**config.mk**
```make
export PLATFORM = sky130hd
export DESIGN_NAME = hub_ctrl
export DESIGN_NICKNAME = d
export VERILOG_FILES = /design/src/verilog/hub_ctrl_pkg.sv /design/src/verilog/hub_ctrl.sv
export VERILOG_INCLUDE_DIRS = /design/src /design/src/verilog
export SDC_FILE = /design/constraint.sdc
export NUM_CORES = 1
export LEC_CHECK = 0
export ABC_CLOCK_PERIOD_IN_PS = 1350
export BUFFER_PORTS_ARGS = -buffer_cell sky130_fd_sc_hd__clkbuf_2
export CAP_MARGIN = 0
export CELL_PAD_IN_SITES_DETAIL_PLACEMENT = 0
export CELL_PAD_IN_SITES_GLOBAL_PLACEMENT = 1
export CORE_MARGIN = 1.5
export CORE_UTILIZATION = 31
export DETAILED_ROUTE_END_ITERATION = 16
export PLACE_DENSITY_LB_ADDON = 0.1
export SLEW_MARGIN = 20
export SYNTH_ARGS = -nofsm -noshare
export SYNTH_HDL_FRONTEND = slang
export SYNTH_SLANG_ARGS = --single-unit
```
**constraint.sdc**
```tcl
create_clock -name i_sys_clk -period 1.35 [get_ports i_sys_clk]
set_input_delay 0.135 -clock i_sys_clk [delete_from_list [all_inputs] [get_ports i_sys_clk]]
set_output_delay 0.135 -clock i_sys_clk [all_outputs]
set_load 0.05 [all_outputs]
```
**src/verilog/hub_ctrl_cfg.svh**
```systemverilog
/*
 * register offsets, field positions, reset values and codes for the hub
 * port and endpoint control block; assumes includers use the macros only
 */
`ifndef HUB_CTRL_CFG_SVH
`define HUB_CTRL_CFG_SVH
`define OFF_UP_STAT_CTRL 8'h1F
`define OFF_PORT_SUSPEND 8'h4D
`define OFF_RESUME_STAT 8'h4E
`define OFF_SE0_STAT 8'h4F
`define OFF_PORT_ENABLE 8'h49
`define OFF_DIFF_DATA 8'h50
`define OFF_EP_MODE 8'h12
`define OFF_HUB_IRQ_EN 8'h60
`define BIT_BUS_ACT 3
`define BIT_DM_UP 4
`define BIT_DP_UP 5
`define BIT_REMOTE_WAKE 7
`define BIT_EP_STALL 7
`define RST_REG8 8'h00
`define MODE_DISABLE 4'h0
`define MODE_NAK_INOUT 4'h1
`endif

```
**src/verilog/hub_ctrl_pkg.sv**
```systemverilog
/*
 * types shared by the hub port and endpoint control block; assumes the
 * configuration header supplies all numbers
 */
package hub_ctrl_pkg;
   // upstream line drive request
   typedef struct packed {
      logic dp_out; // d+ level
      logic dp_oe; // d+ driven
      logic dm_out; // d- level
      logic dm_oe; // d- driven
   } up_drive_t;
   // handshake answer of the endpoint
   typedef enum logic [2:0] {
      ANS_NONE, ANS_ACK, ANS_NAK, ANS_STALL, ANS_TX, ANS_TX0, ANS_CHECK
   } ep_answer_t;
   // token kind decoded by the engine
   typedef enum logic [1:0] {TOK_SETUP, TOK_IN, TOK_OUT} token_t;
endpackage

```
**src/verilog/hub_ctrl.sv**
```systemverilog
/*
 * hub repeater port control and upstream engine control with apb registers.
 * assumes the repeater datapath and packet engine sit outside and report
 * line states, frame points and token events as one-cycle pulses.
 */
// Behaviour
// - port enable waits for packet end
// - suspended hub interrupts on connect change
// - enable register bits 0..3, reset clears
// - babble clears port enable bit
// - babble: traffic or no eop at frame end
// - se0 status per port, read only
// - differential data per port, read only
// - suspended port gets no traffic, foreign resume
// - port resume reflected, flagged, interrupt raised
// - disconnect clears selective suspend bit
// - remote wake bit gates connect resume upstream
// - remote wakeup always resumes upstream
// - suspend and resume status clear on reset
// - upstream status control clears on async reset, not on bus reset
// - control action code drives upstream pins
// - bus activity sticky, write zero clears
// - upstream pin levels read at bits 4,5
// - eop generated at first frame end point
// - low endpoint modes answer per table
// - high modes, stall bit, ack transitions
// - setup forces mode nak in out
// - setup acked, endpoint resets disabled
`include "hub_ctrl_cfg.svh"
module hub_ctrl (
   input wire logic i_sys_clk, // 125 mhz clock
   input wire logic i_rst_n, // async reset, active low
   input wire logic i_bus_reset, // usb bus reset level
   input wire logic [7:0] i_paddr, // apb address
   input wire logic i_psel, // apb select
   input wire logic i_penable, // apb access phase
   input wire logic i_pwrite, // apb write
   input wire logic [31:0] i_pwdata, // apb write data
   output logic [31:0] o_prdata, // apb read data
   output logic o_pready, // apb ready
   output logic o_pslverr, // apb error
   input wire logic i_pkt_active, // packet in transmission
   input wire logic i_hub_suspended, // global suspend
   input wire logic [3:0] i_conn_change, // connect/disconnect pulse
   input wire logic [3:0] i_disconnect, // disconnect pulse
   input wire logic [3:0] i_ds_nonidle, // downstream non idle
   input wire logic i_up_conn_open, // upstream path open, no eop
   input wire logic [3:0] i_ds_resume, // resume seen on port
   input wire logic i_remote_wake, // downstream wakeup pulse
   input wire logic [3:0] i_ds_se0_out, // se0 driven on port
   input wire logic [3:0] i_ds_dp, // port d+ level
   input wire logic [3:0] i_ds_dm, // port d- level
   input wire logic i_frame_end1, // first frame end point
   input wire logic i_frame_end2, // second frame end point
   input wire logic i_up_nonidle, // upstream non idle event
   input wire logic i_up_dp, // upstream d+ level
   input wire logic i_up_dm, // upstream d- level
   input wire logic i_tok_valid, // token pulse
   input wire hub_ctrl_pkg::token_t i_tok, // token kind
   input wire logic i_ack_done, // ack issued pulse
   output logic [3:0] o_port_fwd, // forward traffic to port
   output logic [3:0] o_port_resume_drive, // reflect resume onto port
   output logic o_up_resume, // resume upstream request
   output logic o_hub_irq, // hub interrupt pulse
   output logic o_eop_gen, // generate eop pulse
   output logic o_manual_force, // upstream under firmware
   output hub_ctrl_pkg::up_drive_t o_up_drive, // forced upstream drive
   output hub_ctrl_pkg::ep_answer_t o_ep_answer // endpoint handshake
);
   logic [7:0] enable_ff; // port enables
   logic [3:0] pend_en_ff; // enables waiting for packet end
   logic [7:0] suspend_ff; // suspend register
   logic [3:0] resume_ff; // resume status
   logic [7:0] usc_ff; // upstream status control writable bits
   logic irq_en_ff; // hub interrupt enable
   logic [7:0] ep_mode_ff; // endpoint mode, stall at bit 7
   logic [3:0] babble; // babble detected per port
   logic [3:0] res_evt; // resume from suspended port
   logic wr_en; // write commit
   logic [7:0] wdat; // write byte
   logic [7:0] nxt_rdata; // read mux
   logic [3:0] mode; // current mode nibble
   logic stall_bit; // endpoint stall
   logic any_rst; // bus reset pending
   logic [3:0] nxt_mode; // next endpoint mode

   // apb answers in the access phase with no wait
   assign o_pready = 1'b1;
   assign o_pslverr = 1'b0;
   assign wr_en = i_psel & i_penable & i_pwrite;
   assign wdat = i_pwdata[7:0];
   assign any_rst = i_bus_reset;
   assign mode = ep_mode_ff[3:0];
   assign stall_bit = ep_mode_ff[`BIT_EP_STALL];

   // babble at second frame point on enabled ports
   assign babble = i_frame_end2 ? (enable_ff[3:0] &
      (i_ds_nonidle | {4{i_up_conn_open}})) : 4'h0;
   // resume coming from a suspended port itself
   assign res_evt = i_ds_resume & suspend_ff[3:0];

   // port enable register with deferred enable
   always_ff @(posedge i_sys_clk or negedge i_rst_n) begin
      if (!i_rst_n) begin
         enable_ff <= `RST_REG8;
         pend_en_ff <= 4'h0;
      end else if (any_rst) begin
         enable_ff <= `RST_REG8;
         pend_en_ff <= 4'h0;
      end else begin
         if (wr_en && i_paddr == `OFF_PORT_ENABLE) begin
            // disables act at once, enables wait while busy
            enable_ff[3:0] <= enable_ff[3:0] & wdat[3:0] &
               ~babble;
            pend_en_ff <= wdat[3:0] & ~enable_ff[3:0];
         end else begin
            if (!i_pkt_active) begin
               // traffic idle: pending enables land
               enable_ff[3:0] <= (enable_ff[3:0] | pend_en_ff) &
                  ~babble;
               pend_en_ff <= 4'h0;
            end else begin
               enable_ff[3:0] <= enable_ff[3:0] & ~babble;
               pend_en_ff <= pend_en_ff & ~babble;
            end
         end
         enable_ff[7:4] <= 4'h0; // reserved
      end
   end

   // selective suspend register and remote wake control
   always_ff @(posedge i_sys_clk or negedge i_rst_n) begin
      if (!i_rst_n) begin
         suspend_ff <= `RST_REG8;
      end else if (any_rst) begin
         suspend_ff <= `RST_REG8;
      end else if (wr_en && i_paddr == `OFF_PORT_SUSPEND) begin
         // hardware clear wins over a simultaneous set
         suspend_ff <= {wdat[7], 3'h0, wdat[3:0] & ~i_disconnect};
      end else begin
         suspend_ff[3:0] <= suspend_ff[3:0] & ~i_disconnect;
      end
   end

   // resume status, sticky, write zero clears, set wins
   always_ff @(posedge i_sys_clk or negedge i_rst_n) begin
      if (!i_rst_n) begin
         resume_ff <= 4'h0;
      end else if (any_rst) begin
         resume_ff <= 4'h0;
      end else if (wr_en && i_paddr == `OFF_RESUME_STAT) begin
         resume_ff <= (resume_ff & wdat[3:0]) | res_evt;
      end else begin
         resume_ff <= resume_ff | res_evt;
      end
   end

   // upstream status control and interrupt enable
   always_ff @(posedge i_sys_clk or negedge i_rst_n) begin
      if (!i_rst_n) begin
         usc_ff <= `RST_REG8;
         irq_en_ff <= 1'b0;
      end else begin
         if (wr_en && i_paddr == `OFF_UP_STAT_CTRL) begin
            usc_ff[2:0] <= wdat[2:0];
            usc_ff[7:6] <= wdat[7:6];
            // write 0 clears, write 1 keeps, event wins
            usc_ff[`BIT_BUS_ACT] <= (usc_ff[`BIT_BUS_ACT] &
               wdat[`BIT_BUS_ACT]) | i_up_nonidle;
         end else begin
            usc_ff[`BIT_BUS_ACT] <= usc_ff[`BIT_BUS_ACT] |
               i_up_nonidle;
         end
         usc_ff[5:4] <= 2'h0; // live bits not stored
         if (wr_en && i_paddr == `OFF_HUB_IRQ_EN) begin
            irq_en_ff <= wdat[0];
         end
      end
   end

   // endpoint mode with hardware transitions
   always_comb begin
      nxt_mode = mode;
      if (i_tok_valid && i_tok == hub_ctrl_pkg::TOK_SETUP &&
          mode != `MODE_DISABLE && o_ep_answer == hub_ctrl_pkg::ANS_ACK) begin
         nxt_mode = `MODE_NAK_INOUT;
      end else if (i_ack_done) begin
         case (mode)
            4'h9: nxt_mode = 4'h8;
            4'hB: nxt_mode = 4'hA;
            4'hD: nxt_mode = 4'hC;
            4'hF: nxt_mode = 4'hE;
            default: nxt_mode = mode;
         endcase
      end
   end

   // endpoint mode register, firmware write then hardware
   always_ff @(posedge i_sys_clk or negedge i_rst_n) begin
      if (!i_rst_n) begin
         ep_mode_ff <= {4'h0, `MODE_DISABLE};
      end else if (any_rst) begin
         ep_mode_ff <= {4'h0, `MODE_DISABLE};
      end else if (wr_en && i_paddr == `OFF_EP_MODE) begin
         ep_mode_ff <= wdat;
      end else begin
         ep_mode_ff[3:0] <= nxt_mode;
      end
   end

   // handshake answer from mode and token
   always_comb begin
      o_ep_answer = hub_ctrl_pkg::ANS_NONE;
      if (i_tok == hub_ctrl_pkg::TOK_SETUP) begin
         case (mode)
            4'h1, 4'h2, 4'h3, 4'h4, 4'h6, 4'hA, 4'hB, 4'hE, 4'hF:
               o_ep_answer = hub_ctrl_pkg::ANS_ACK;
            default: o_ep_answer = hub_ctrl_pkg::ANS_NONE;
         endcase
      end else if (i_tok == hub_ctrl_pkg::TOK_IN) begin
         case (mode)
            4'h1, 4'hC, 4'hE: o_ep_answer = hub_ctrl_pkg::ANS_NAK;
            4'h2, 4'h3: o_ep_answer = hub_ctrl_pkg::ANS_STALL;
            4'h6, 4'hA, 4'hB: o_ep_answer = hub_ctrl_pkg::ANS_TX0;
            4'h7, 4'hF: o_ep_answer = hub_ctrl_pkg::ANS_TX;
            4'hD: o_ep_answer = stall_bit ? hub_ctrl_pkg::ANS_STALL :
               hub_ctrl_pkg::ANS_TX;
            default: o_ep_answer = hub_ctrl_pkg::ANS_NONE;
         endcase
      end else begin
         case (mode)
            4'h1, 4'h8, 4'hA: o_ep_answer = hub_ctrl_pkg::ANS_NAK;
            4'h3, 4'h6: o_ep_answer = hub_ctrl_pkg::ANS_STALL;
            4'h2, 4'hE, 4'hF: o_ep_answer = hub_ctrl_pkg::ANS_CHECK;
            4'h5, 4'hB: o_ep_answer = hub_ctrl_pkg::ANS_ACK;
            4'h9: o_ep_answer = stall_bit ? hub_ctrl_pkg::ANS_STALL :
               hub_ctrl_pkg::ANS_ACK;
            default: o_ep_answer = hub_ctrl_pkg::ANS_NONE;
         endcase
      end
   end

   // upstream manual drive decode
   always_comb begin
      o_up_drive = '{dp_out: 1'b0, dp_oe: 1'b1, dm_out: 1'b0, dm_oe: 1'b1};
      case (usc_ff[2:0])
         3'h1: o_up_drive.dp_out = 1'b1;
         3'h2: o_up_drive.dm_out = 1'b1;
         3'h5: o_up_drive.dp_oe = 1'b0;
         3'h6: o_up_drive.dm_oe = 1'b0;
         3'h7: begin
            o_up_drive.dp_oe = 1'b0;
            o_up_drive.dm_oe = 1'b0;
         end
         3'h0: begin
            o_up_drive.dp_oe = 1'b0; // engine owns the driver
            o_up_drive.dm_oe = 1'b0;
         end
         default: o_up_drive.dp_out = 1'b0; // 011 and 100 drive low
      endcase
   end
   assign o_manual_force = usc_ff[2:0] != 3'h0;

   // repeater steering, events and interrupt
   always_ff @(posedge i_sys_clk or negedge i_rst_n) begin
      if (!i_rst_n) begin
         o_port_fwd <= 4'h0;
         o_port_resume_drive <= 4'h0;
         o_up_resume <= 1'b0;
         o_hub_irq <= 1'b0;
         o_eop_gen <= 1'b0;
      end else begin
         o_port_fwd <= enable_ff[3:0] & ~suspend_ff[3:0];
         o_port_resume_drive <= res_evt;
         o_up_resume <= i_remote_wake |
            (suspend_ff[`BIT_REMOTE_WAKE] & (|i_conn_change));
         o_hub_irq <= irq_en_ff & ((|res_evt) |
            (|(babble & enable_ff[3:0])) |
            (|(i_conn_change & (enable_ff[3:0] |
               {4{i_hub_suspended}}))));
         o_eop_gen <= i_frame_end1;
      end
   end

   // apb read mux
   always_comb begin
      case (i_paddr)
         `OFF_UP_STAT_CTRL: nxt_rdata = {usc_ff[7:6], i_up_dp, i_up_dm,
            usc_ff[3:0]};
         `OFF_PORT_SUSPEND: nxt_rdata = suspend_ff;
         `OFF_RESUME_STAT: nxt_rdata = {4'h0, resume_ff};
         `OFF_SE0_STAT: nxt_rdata = {4'h0, i_ds_se0_out};
         `OFF_PORT_ENABLE: nxt_rdata = enable_ff;
         `OFF_DIFF_DATA: nxt_rdata = {4'h0, i_ds_dp & ~i_ds_dm};
         `OFF_EP_MODE: nxt_rdata = ep_mode_ff;
         `OFF_HUB_IRQ_EN: nxt_rdata = {7'h00, irq_en_ff};
         default: nxt_rdata = 8'h00; // unmapped reads zero
      endcase
   end

   // read data registered in setup phase, stable in access
   always_ff @(posedge i_sys_clk or negedge i_rst_n) begin
      if (!i_rst_n) begin
         o_prdata <= 32'h0000_0000;
      end else if (i_psel && !i_penable) begin
         o_prdata <= {24'h000000, nxt_rdata};
      end
   end
endmodule // hub_ctrl

```
==> metrics, run 1 <==
top cells by area, synth=dfrtp_1 42%, buf_4 6.4%, nand2_1 5.4%; first-pass GRT wire length=16100 um; I/O Buffers=89; final-report hold violation count=0; switching pwr=947 uW; DP Wirelength=7320 um; max-slew violations=0; CTS tree=yes; Routed WL=10200 um; Post-synth EDFFs=0; Routed Antenna Nets=0; Setup Crit Path Kind=reg -> out; router iterations before antenna repair=5; fin crit share=1.36; row count=35; Worst Path Arrival=1.70 ns; share of cells above drive strength 1=0.555; Layout Cells excl Fill=626; Peak supply drop=0.000667 V; core area=0.00937 mm2; Num CTS Buffers=5; synthesized area=0.00305 mm2; Placer Congestion=0.820; H-tree depth=2; Net Sw Frac=0.277; pwr/cell area=706 mW/mm2; WP data required=1.22 ns; Slew headroom=0.518; initial antenna violation count=0; most instantiated cells after synthesis=51 x dfrtp_1, 44 x nand2_1, 28 x a21oi_1; vias per cell=4.96; Critical Path Fanout Max=6; num ports=140; Clock Latency Late Sink=0.30 ns; Primary FF master, synth=dfrtp_1; gr usage total=0.202; Placement Setup Slack=-0.568 ns; Ys Warns=0; CP endpoint kind=primary output; area leader, netlist=dfrtp_1; leakage=2.26 nW; Max-cap violations=0; Cells after DPL=595; startpoint types=flip-flop; GRT overflow=0; Die Footprint=0.0104 mm2; vias in the first global route=3107; fill cell count=892; final worst slack=-0.482 ns; Internal=2.47 mW; Total Neg Setup Slack=-2.59 ns; hold slack=0.0177 ns; total power draw=3.42 mW; drt initial violations=114; power share of the combinational group=0.180; share of the synthesized area in the top cell type=0.419; number of distinct library cells after synthesis=56; DR WL/cell=16.3 um; status=finished with violations; Achievable Freq=546 MHz; HP Class=in -> reg; Cells after Synth=330; Clock Skew=0.0126 ns; largest net degree at the start of global routing=52; CTS max path bufs=2; DR vias=3103; Final Critical Period=1.83 ns; register share of total power=0.450; initial cell density of the core=0.325; count of final setup violators=17; Root Buffer=clkbuf_8; Die Span Y=102 um; most instantiated library cell after synthesis=dfrtp_1; mean area per synthesized cell=9.23 um2; Clock power frac=0.370; share of flip-flops with an asynchronous set or reset=1.00; die width=102 um; failing checks=setup timing; Slew @ Worst Pin=0.723 ns; diode count=0; Area growth syn-to-layout=59.0%; Seq cells post-synth=51; Net count, final=583; CTS sink count=51; Post-route DRC=0; setup repair after global routing missed its margin=yes; sequential cell area fraction in the yosys report=0.419; clock slew at reported path FFs=0.10 ns
## stage by stage
stage	area [um2]	utilization
detailed placement	4050	0.433
global placement	4050	0.433
floorplan	3230	-
global route	4840	0.517
finish	4840	0.517
CTS	4660	0.497
## timing repair
action                                 in CTS  in global routing
endpoints found under the hold margin      55                  0
pin swaps                                  21                 20
setup endpoints to repair                  27                 29
buffers inserted                           22                  3
resized for setup                          74                 46
hold buffers                                5                  0
## layout by cell type, fill, tap and decap left out, drive strengths merged, types with 3 or more instances in the layout
cell type,count
nand2b,7
clkbuf,88
a22oi,5
dfrtp,51
nor3b,3
a221oi,8
a2111oi,3
inv,8
nor2,7
nor3,12
a22o,7
a221o,3
conb,26
buf,89
nor2b,9
nand3,6
and2,3
o21ai,21
dlygate4sd3,5
mux2i,4
or3b,5
nand2,44
nand3b,5
a21oi,28
mux2,6
o21a,5
nand4,8
## flip-flops by register name, indices dropped and copies added (netlist names), 4 cells and up
name	flops
usc_ff	6
ep_mode_ff	8
pend_en_ff	4
o_port_resume_drive	4
enable_ff	4
suspend_ff	5
o_port_fwd	4
resume_ff	4
o_prdata	8
## power groups by stage
stage                     logic, mW  registers, mW  clock network, mW
after floorplan               0.352           1.58                  0
after global placement        0.547           1.57                  0
after detailed placement      0.545           1.57                  0
after CTS                     0.597           1.54               1.30
after global routing          0.657           1.54               1.35
final                         0.617           1.54               1.26
## routing by layer
layer	wire [um]	share of wire	vias to the layer above	GRT usage
met1	4720	0.46	1530	0.273
li1	-	-	1489	-
met2	4960	0.49	78	0.344
met4	88	0.0086	0	0.0306
met5	0	0	-	0
met3	410	0.040	6	0.0356
## worst max-delay path, stage by stage, from the launching register on
cell and delay, ns:
dfrtp_2 0.47, buf_4 0.16, nand3b_1 0.12, a21oi_2 0.06, a211o_1 0.30, o21a_4 0.12
clkbuf_16 0.16
## area by class of cell
| type | instances | area (um2) | area share |
|---|---|---|---|
| tap | 129 | 161 | 0.0333 |
| sequential | 51 | 1280 | 0.265 |
| timing repair buffer | 177 | 1290 | 0.266 |
| multi-input combinational | 253 | 1940 | 0.401 |
| clock inverter | 3 | 67.6 | 0.0139 |
| inverter | 8 | 32.5 | 0.00671 |
| clock buffer | 5 | 68.8 | 0.0142 |
## kinds of logic (layout without fill, tap and decap cells)
kind of cell    Yosys count  after routing  share of synthesized area
compound gates           93             93                      0.200
simple gates            123            123                      0.239
xor+xnor                  1              1                    0.00288
flops                    51             51                      0.419
mux                      10             10                     0.0353
other cells               2             26                    0.00246
buf+inv                  50            193                      0.101
## path summary, 6_finish.rpt
path	from	end	slack [ns]	depth (start not counted)
min in group asynchronous	i_rst_n	ep_mode_ff[0]$_DFFE_PN0P_	0.36	3
setup reg to reg	ep_mode_ff[1]$_DFFE_PN0P_	o_prdata[1]$_DFFE_PN0P_	-0.22	7
max in group asynchronous	i_rst_n	resume_ff[2]$_DFF_PN0_	0.74	3
hold / removal	i_remote_wake	o_up_resume$_DFF_PN0_	0.02	2
setup / recovery	ep_mode_ff[1]$_DFFE_PN0P_	o_ep_answer[0]	-0.48	6
hold reg to reg	o_prdata[7]$_DFFE_PN0P_	o_prdata[7]$_DFFE_PN0P_	0.49	2
(Power assumes the default switching activity.)
==> run 2, diff against run 1 <==
--- a/config.mk
+++ b/config.mk
@@ -14,7 +14,8 @@
 export CORE_MARGIN = 1.5
 export CORE_UTILIZATION = 31
 export DETAILED_ROUTE_END_ITERATION = 16
-export PLACE_DENSITY_LB_ADDON = 0.1
+export PLACE_DENSITY = 0.83
+export SKIP_LAST_GASP = 1
 export SLEW_MARGIN = 20
 export SYNTH_ARGS = -nofsm -noshare
 export SYNTH_HDL_FRONTEND = slang
==> metrics, run 2 (synthesis results as in run 1) <==
Placer Congestion=0.878; crit path from=ep_mode_ff[2]$_DFFE_PN0P_; clock slew at reported path FFs=0.09 ns; Area growth syn-to-layout=56.6%; Max-cap violations=0; failing checks=setup timing; Clock Skew=0.00429 ns; fill cell count=872; H-tree depth=2; Die Footprint=0.0104 mm2; power share of the combinational group=0.191; most frequent cells in the layout=78 x clkbuf_2, 62 x buf_4, 44 x dfrtp_1; biggest regs=ep_mode_ff (8), o_prdata (8), usc_ff (6); pwr/cell area=685 mW/mm2; I/O Buffers=89; die width=102 um; Routed WL=10100 um; Achievable Freq=540 MHz; Routed Antenna Nets=0; gr usage total=0.190; Root Buffer=clkbuf_8; DR vias=3166; router iterations before antenna repair=4; Final Critical Period=1.85 ns; CTS sink count=51; Final Util=0.509; Net count, final=577; setup repair after global routing missed its margin=yes; CP Cell Sequence=buf_6, a41oi_2, a21oi_2, a211o_1, o21a_4, clkbuf_16; final worst slack=-0.501 ns; CTS tree=yes; startpoint types=flip-flop; Layout Cells excl Fill=620; GRT overflow=0; Slew @ Worst Pin=0.693 ns; Post-route DRC=0; Die Span Y=102 um; num ports=140; Crit-path slowest cell=dfrtp_2; Clock power frac=0.339; WP data required=1.22 ns; status=finished with violations; first-pass GRT wire length=15400 um; drt initial violations=152; initial cell density of the core=0.325; Setup Crit Path Kind=reg -> out; share of cells above drive strength 1=0.548; final-report hold violation count=0; leakage=2.26 nW; Slew headroom=0.538; register share of total power=0.471; row count=35; max-slew violations=0; initial antenna violation count=0; count of final setup violators=22; vias per cell=5.11; Worst path max stage delay=0.45 ns; HP Class=in -> reg; DR WL/cell=16.3 um; diode count=0; commonest non-fill, non-tap cell in the layout=clkbuf_2; switching pwr=925 uW; Multi-input gate area=0.00191 mm2; FF+latch area=0.00128 mm2; Net Sw Frac=0.283; fin crit share=1.37; CTS max path bufs=2; largest net degree at the start of global routing=52; Num CTS Buffers=5; Critical Path Fanout Max=4; core area=0.00937 mm2; RR Startpoint=ep_mode_ff[1]$_DFFE_PN0P_; Worst Path Arrival=1.72 ns; Internal=2.34 mW; DP Wirelength=7180 um; total power draw=3.27 mW; vias in the first global route=3156; CP endpoint kind=primary output; Peak supply drop=0.000438 V; hold slack=0.0122 ns; Min-Delay Startpoint=i_remote_wake; Cells after DPL=584; Clock Latency Late Sink=0.30 ns
## run 2: path summary, 6_finish.rpt
check / endpoint / cells after the start / slack (ns)
max reg2reg: o_prdata[1]$_DFFE_PN0P_ / 8 / -0.37
max in group asynchronous: usc_ff[0]$_DFFE_PN0P_ / 3 / 0.72
min reg2reg: o_prdata[4]$_DFFE_PN0P_ / 2 / 0.51
min in group asynchronous: o_port_fwd[1]$_DFF_PN0_ / 3 / 0.37
min: o_up_resume$_DFF_PN0_ / 2 / 0.01
max: o_ep_answer[0] / 6 / -0.50
## run 2: layer usage
layer / vias to the layer above / global-route usage / part of all wire
li1: 1471 / - / -
met1: 1557 / 0.243 / 0.41
met2: 126 / 0.342 / 0.52
met3: 12 / 0.0267 / 0.050
met4: 0 / 0.0369 / 0.013
met5: - / 0 / 0
## run 2: layout make-up
type,instances,area share
repair buffers,171,0.264
well taps,129,0.0338
clock buffers,6,0.0173
multi-input cells,253,0.401
inverters,8,0.00734
flip-flops and latches,51,0.269
clock inverters,2,0.00734
## run 2: per-stage QoR
stage               setup WS, ns  area, um2  setup TNS, ns
floorplan                 -0.383       3230          -4.47
global placement          -0.340       3970         -11.77
detailed placement        -0.417       3970         -13.31
CTS                       -0.473       4440          -3.14
global route              -0.548       4770          -5.27
finish                    -0.501       4770          -3.63
## run 2: critical path: cells and delay by family (launching register included)
kind                   cells  cell delay (ns)
flip-flops                 1             0.45
buffers and inverters      2             0.30
AO/OA/AOI/OAI              4             0.67
## run 2: power by group through the flow
stage / clock network (mW) / registers (mW) / logic, mW
global placement: 0 / 1.57 / 0.535
CTS: 1.13 / 1.54 / 0.584
finish: 1.11 / 1.54 / 0.623
floorplan: 0 / 1.58 / 0.352
detailed placement: 0 / 1.57 / 0.541
global route: 1.19 / 1.54 / 0.662
## run 2: timing repair
action,in CTS,in global routing
resized for setup,51,76
hold buffers,5,1
setup buffers,14,12
endpoints found under the hold margin,55,1
setup endpoints to repair,34,42
pin swaps,14,39
==> run 3, diff against run 2 <==
--- a/config.mk
+++ b/config.mk
@@ -11,10 +11,12 @@
 export CAP_MARGIN = 0
 export CELL_PAD_IN_SITES_DETAIL_PLACEMENT = 0
 export CELL_PAD_IN_SITES_GLOBAL_PLACEMENT = 1
-export CORE_MARGIN = 1.5
+export CORE_MARGIN = 5
 export CORE_UTILIZATION = 31
+export CTS_BUF_LIST = sky130_fd_sc_hd__clkbuf_16
 export DETAILED_ROUTE_END_ITERATION = 16
 export PLACE_DENSITY = 0.83
+export RECOVER_POWER = 25
 export SKIP_LAST_GASP = 1
 export SLEW_MARGIN = 20
 export SYNTH_ARGS = -nofsm -noshare
==> metrics, run 3 (synthesis results as in run 1) <==
startpoint types=flip-flop; largest net degree at the start of global routing=52; most frequent cells in the layout=79 x clkbuf_2, 70 x buf_4, 45 x dfrtp_1; CTS sink count=51; Die Span Y=109 um; Area after DPL=0.00402 mm2; num ports=140; Routed Antenna Nets=0; H-tree depth=2; diode count=0; share of cells above drive strength 1=0.552; clock slew at reported path FFs=0.07 ns; CTS max path bufs=2; Net count, final=586; HP Class=in -> reg; leakage=2.30 nW; Num CTS Buffers=5; Max-cap violations=0; Worst path max stage delay=0.47 ns; Achievable Freq=550 MHz; first-pass GRT wire length=16100 um; DR vias=3172; pwr/cell area=704 mW/mm2; GRT overflow=0; setup repair after global routing missed its margin=yes; CP Cell Sequence=nor2b_4, a41oi_2, a21oi_2, a211o_1, o21a_4, clkbuf_16; status=finished with violations; Placer Congestion=0.885; Total Neg Setup Slack=-3.75 ns; final worst slack=-0.467 ns; CTS tree=yes; Peak supply drop=0.000503 V; Clock power frac=0.367; WP data required=1.22 ns; Crit-path slowest cell=dfrtp_2; die width=109 um; switching pwr=990 uW; vias in the first global route=3222; Area growth syn-to-layout=58.9%; core area=0.00968 mm2; fin crit share=1.35; Clock Skew=0.00804 ns; commonest non-fill, non-tap cell in the layout=clkbuf_2; gr usage total=0.173; Die Footprint=0.0119 mm2; Post-route DRC=0; register share of total power=0.451; Root Buffer=clkbuf_16; failing checks=setup timing; Slew @ Worst Pin=0.707 ns; fill cell count=897; post-route cell area=0.00484 mm2; I/O Buffers=89; initial antenna violation count=0; final-report hold violation count=0; Internal=2.42 mW; initial cell density of the core=0.315; Net Sw Frac=0.290; vias per cell=5.01; CP endpoint kind=primary output; router iterations before antenna repair=4; Final Critical Period=1.82 ns; row count=36; total power draw=3.41 mW; DR WL/cell=16.4 um; Slew headroom=0.529; power share of the combinational group=0.181; Critical Path Fanout Max=5; Worst Path Arrival=1.68 ns; Setup Crit Path Kind=reg -> out; Final Util=0.500; max-slew violations=0; DP Wirelength=7510 um; Clock Latency Late Sink=0.29 ns; count of final setup violators=26; drt initial violations=138; biggest regs=ep_mode_ff (8), o_prdata (8), usc_ff (6); Routed WL=10400 um
## run 3: final cells by class
type,count,area [um2],share of cell area
tap,133,166,0.0344
multi-input combinational,253,1910,0.395
inverter,8,32.5,0.00672
timing repair buffer,180,1300,0.269
clock buffer,5,125,0.0258
clock inverter,3,20.0,0.00414
sequential,51,1280,0.265
## run 3: power by group through the flow
stage               registers [mW]  clock network (mW)  logic (mW)
floorplan                     1.58                   0       0.352
global placement              1.57                   0       0.548
detailed placement            1.57                   0       0.553
CTS                           1.54                1.27       0.598
global route                  1.54                1.34       0.658
finish                        1.54                1.25       0.619
## run 3: layer usage
layer  GRT usage  part of all wire  vias up
met5           0                 0        -
met4      0.0496             0.020        0
li1            -                 -     1494
met1       0.221              0.41     1534
met3      0.0379             0.063       17
met2       0.293              0.50      127
## run 3: critical path, delay by kind of cell (launching register included)
family                 cells  cell delay (ns)
flip-flops                 1             0.47
AND/OR/NAND/NOR            1             0.15
buffers and inverters      1             0.16
AO/OA/AOI/OAI              4             0.61
## run 3: repair_timing
item | CTS | global route
gates resized for setup | 62 | 58
hold buffers | 6 | 0
pin swaps | 22 | 24
buffers inserted | 21 | 8
setup endpoints to repair | 31 | 47
hold endpoints to repair | 56 | 0
## run 3: final timing paths
| path | start | endpoint | slack, ns | cells past startpoint |
|---|---|---|---|---|
| min in group asynchronous | i_rst_n | suspend_ff[7]$_DFFE_PN0P_ | 0.54 | 3 |
| max reg2reg | ep_mode_ff[2]$_DFFE_PN0P_ | o_prdata[2]$_DFFE_PN0P_ | -0.39 | 8 |
| min | i_remote_wake | o_up_resume$_DFF_PN0_ | 0.03 | 2 |
| min reg2reg | o_prdata[7]$_DFFE_PN0P_ | o_prdata[7]$_DFFE_PN0P_ | 0.50 | 2 |
| max in group asynchronous | i_rst_n | usc_ff[0]$_DFFE_PN0P_ | 0.31 | 3 |
| max | ep_mode_ff[1]$_DFFE_PN0P_ | o_ep_answer[0] | -0.47 | 6 |
## run 3: through the flow
step | instances | worst slack, ns | hold slack (ns)
global placement | 594 | -0.338 | 0.149
CTS | 626 | -0.431 | 0.0363
detailed placement | 594 | -0.393 | 0.154
global route | 633 | -0.529 | 0.0354
finish | 633 | -0.467 | 0.0339
floorplan | 354 | -0.383 | -0.161
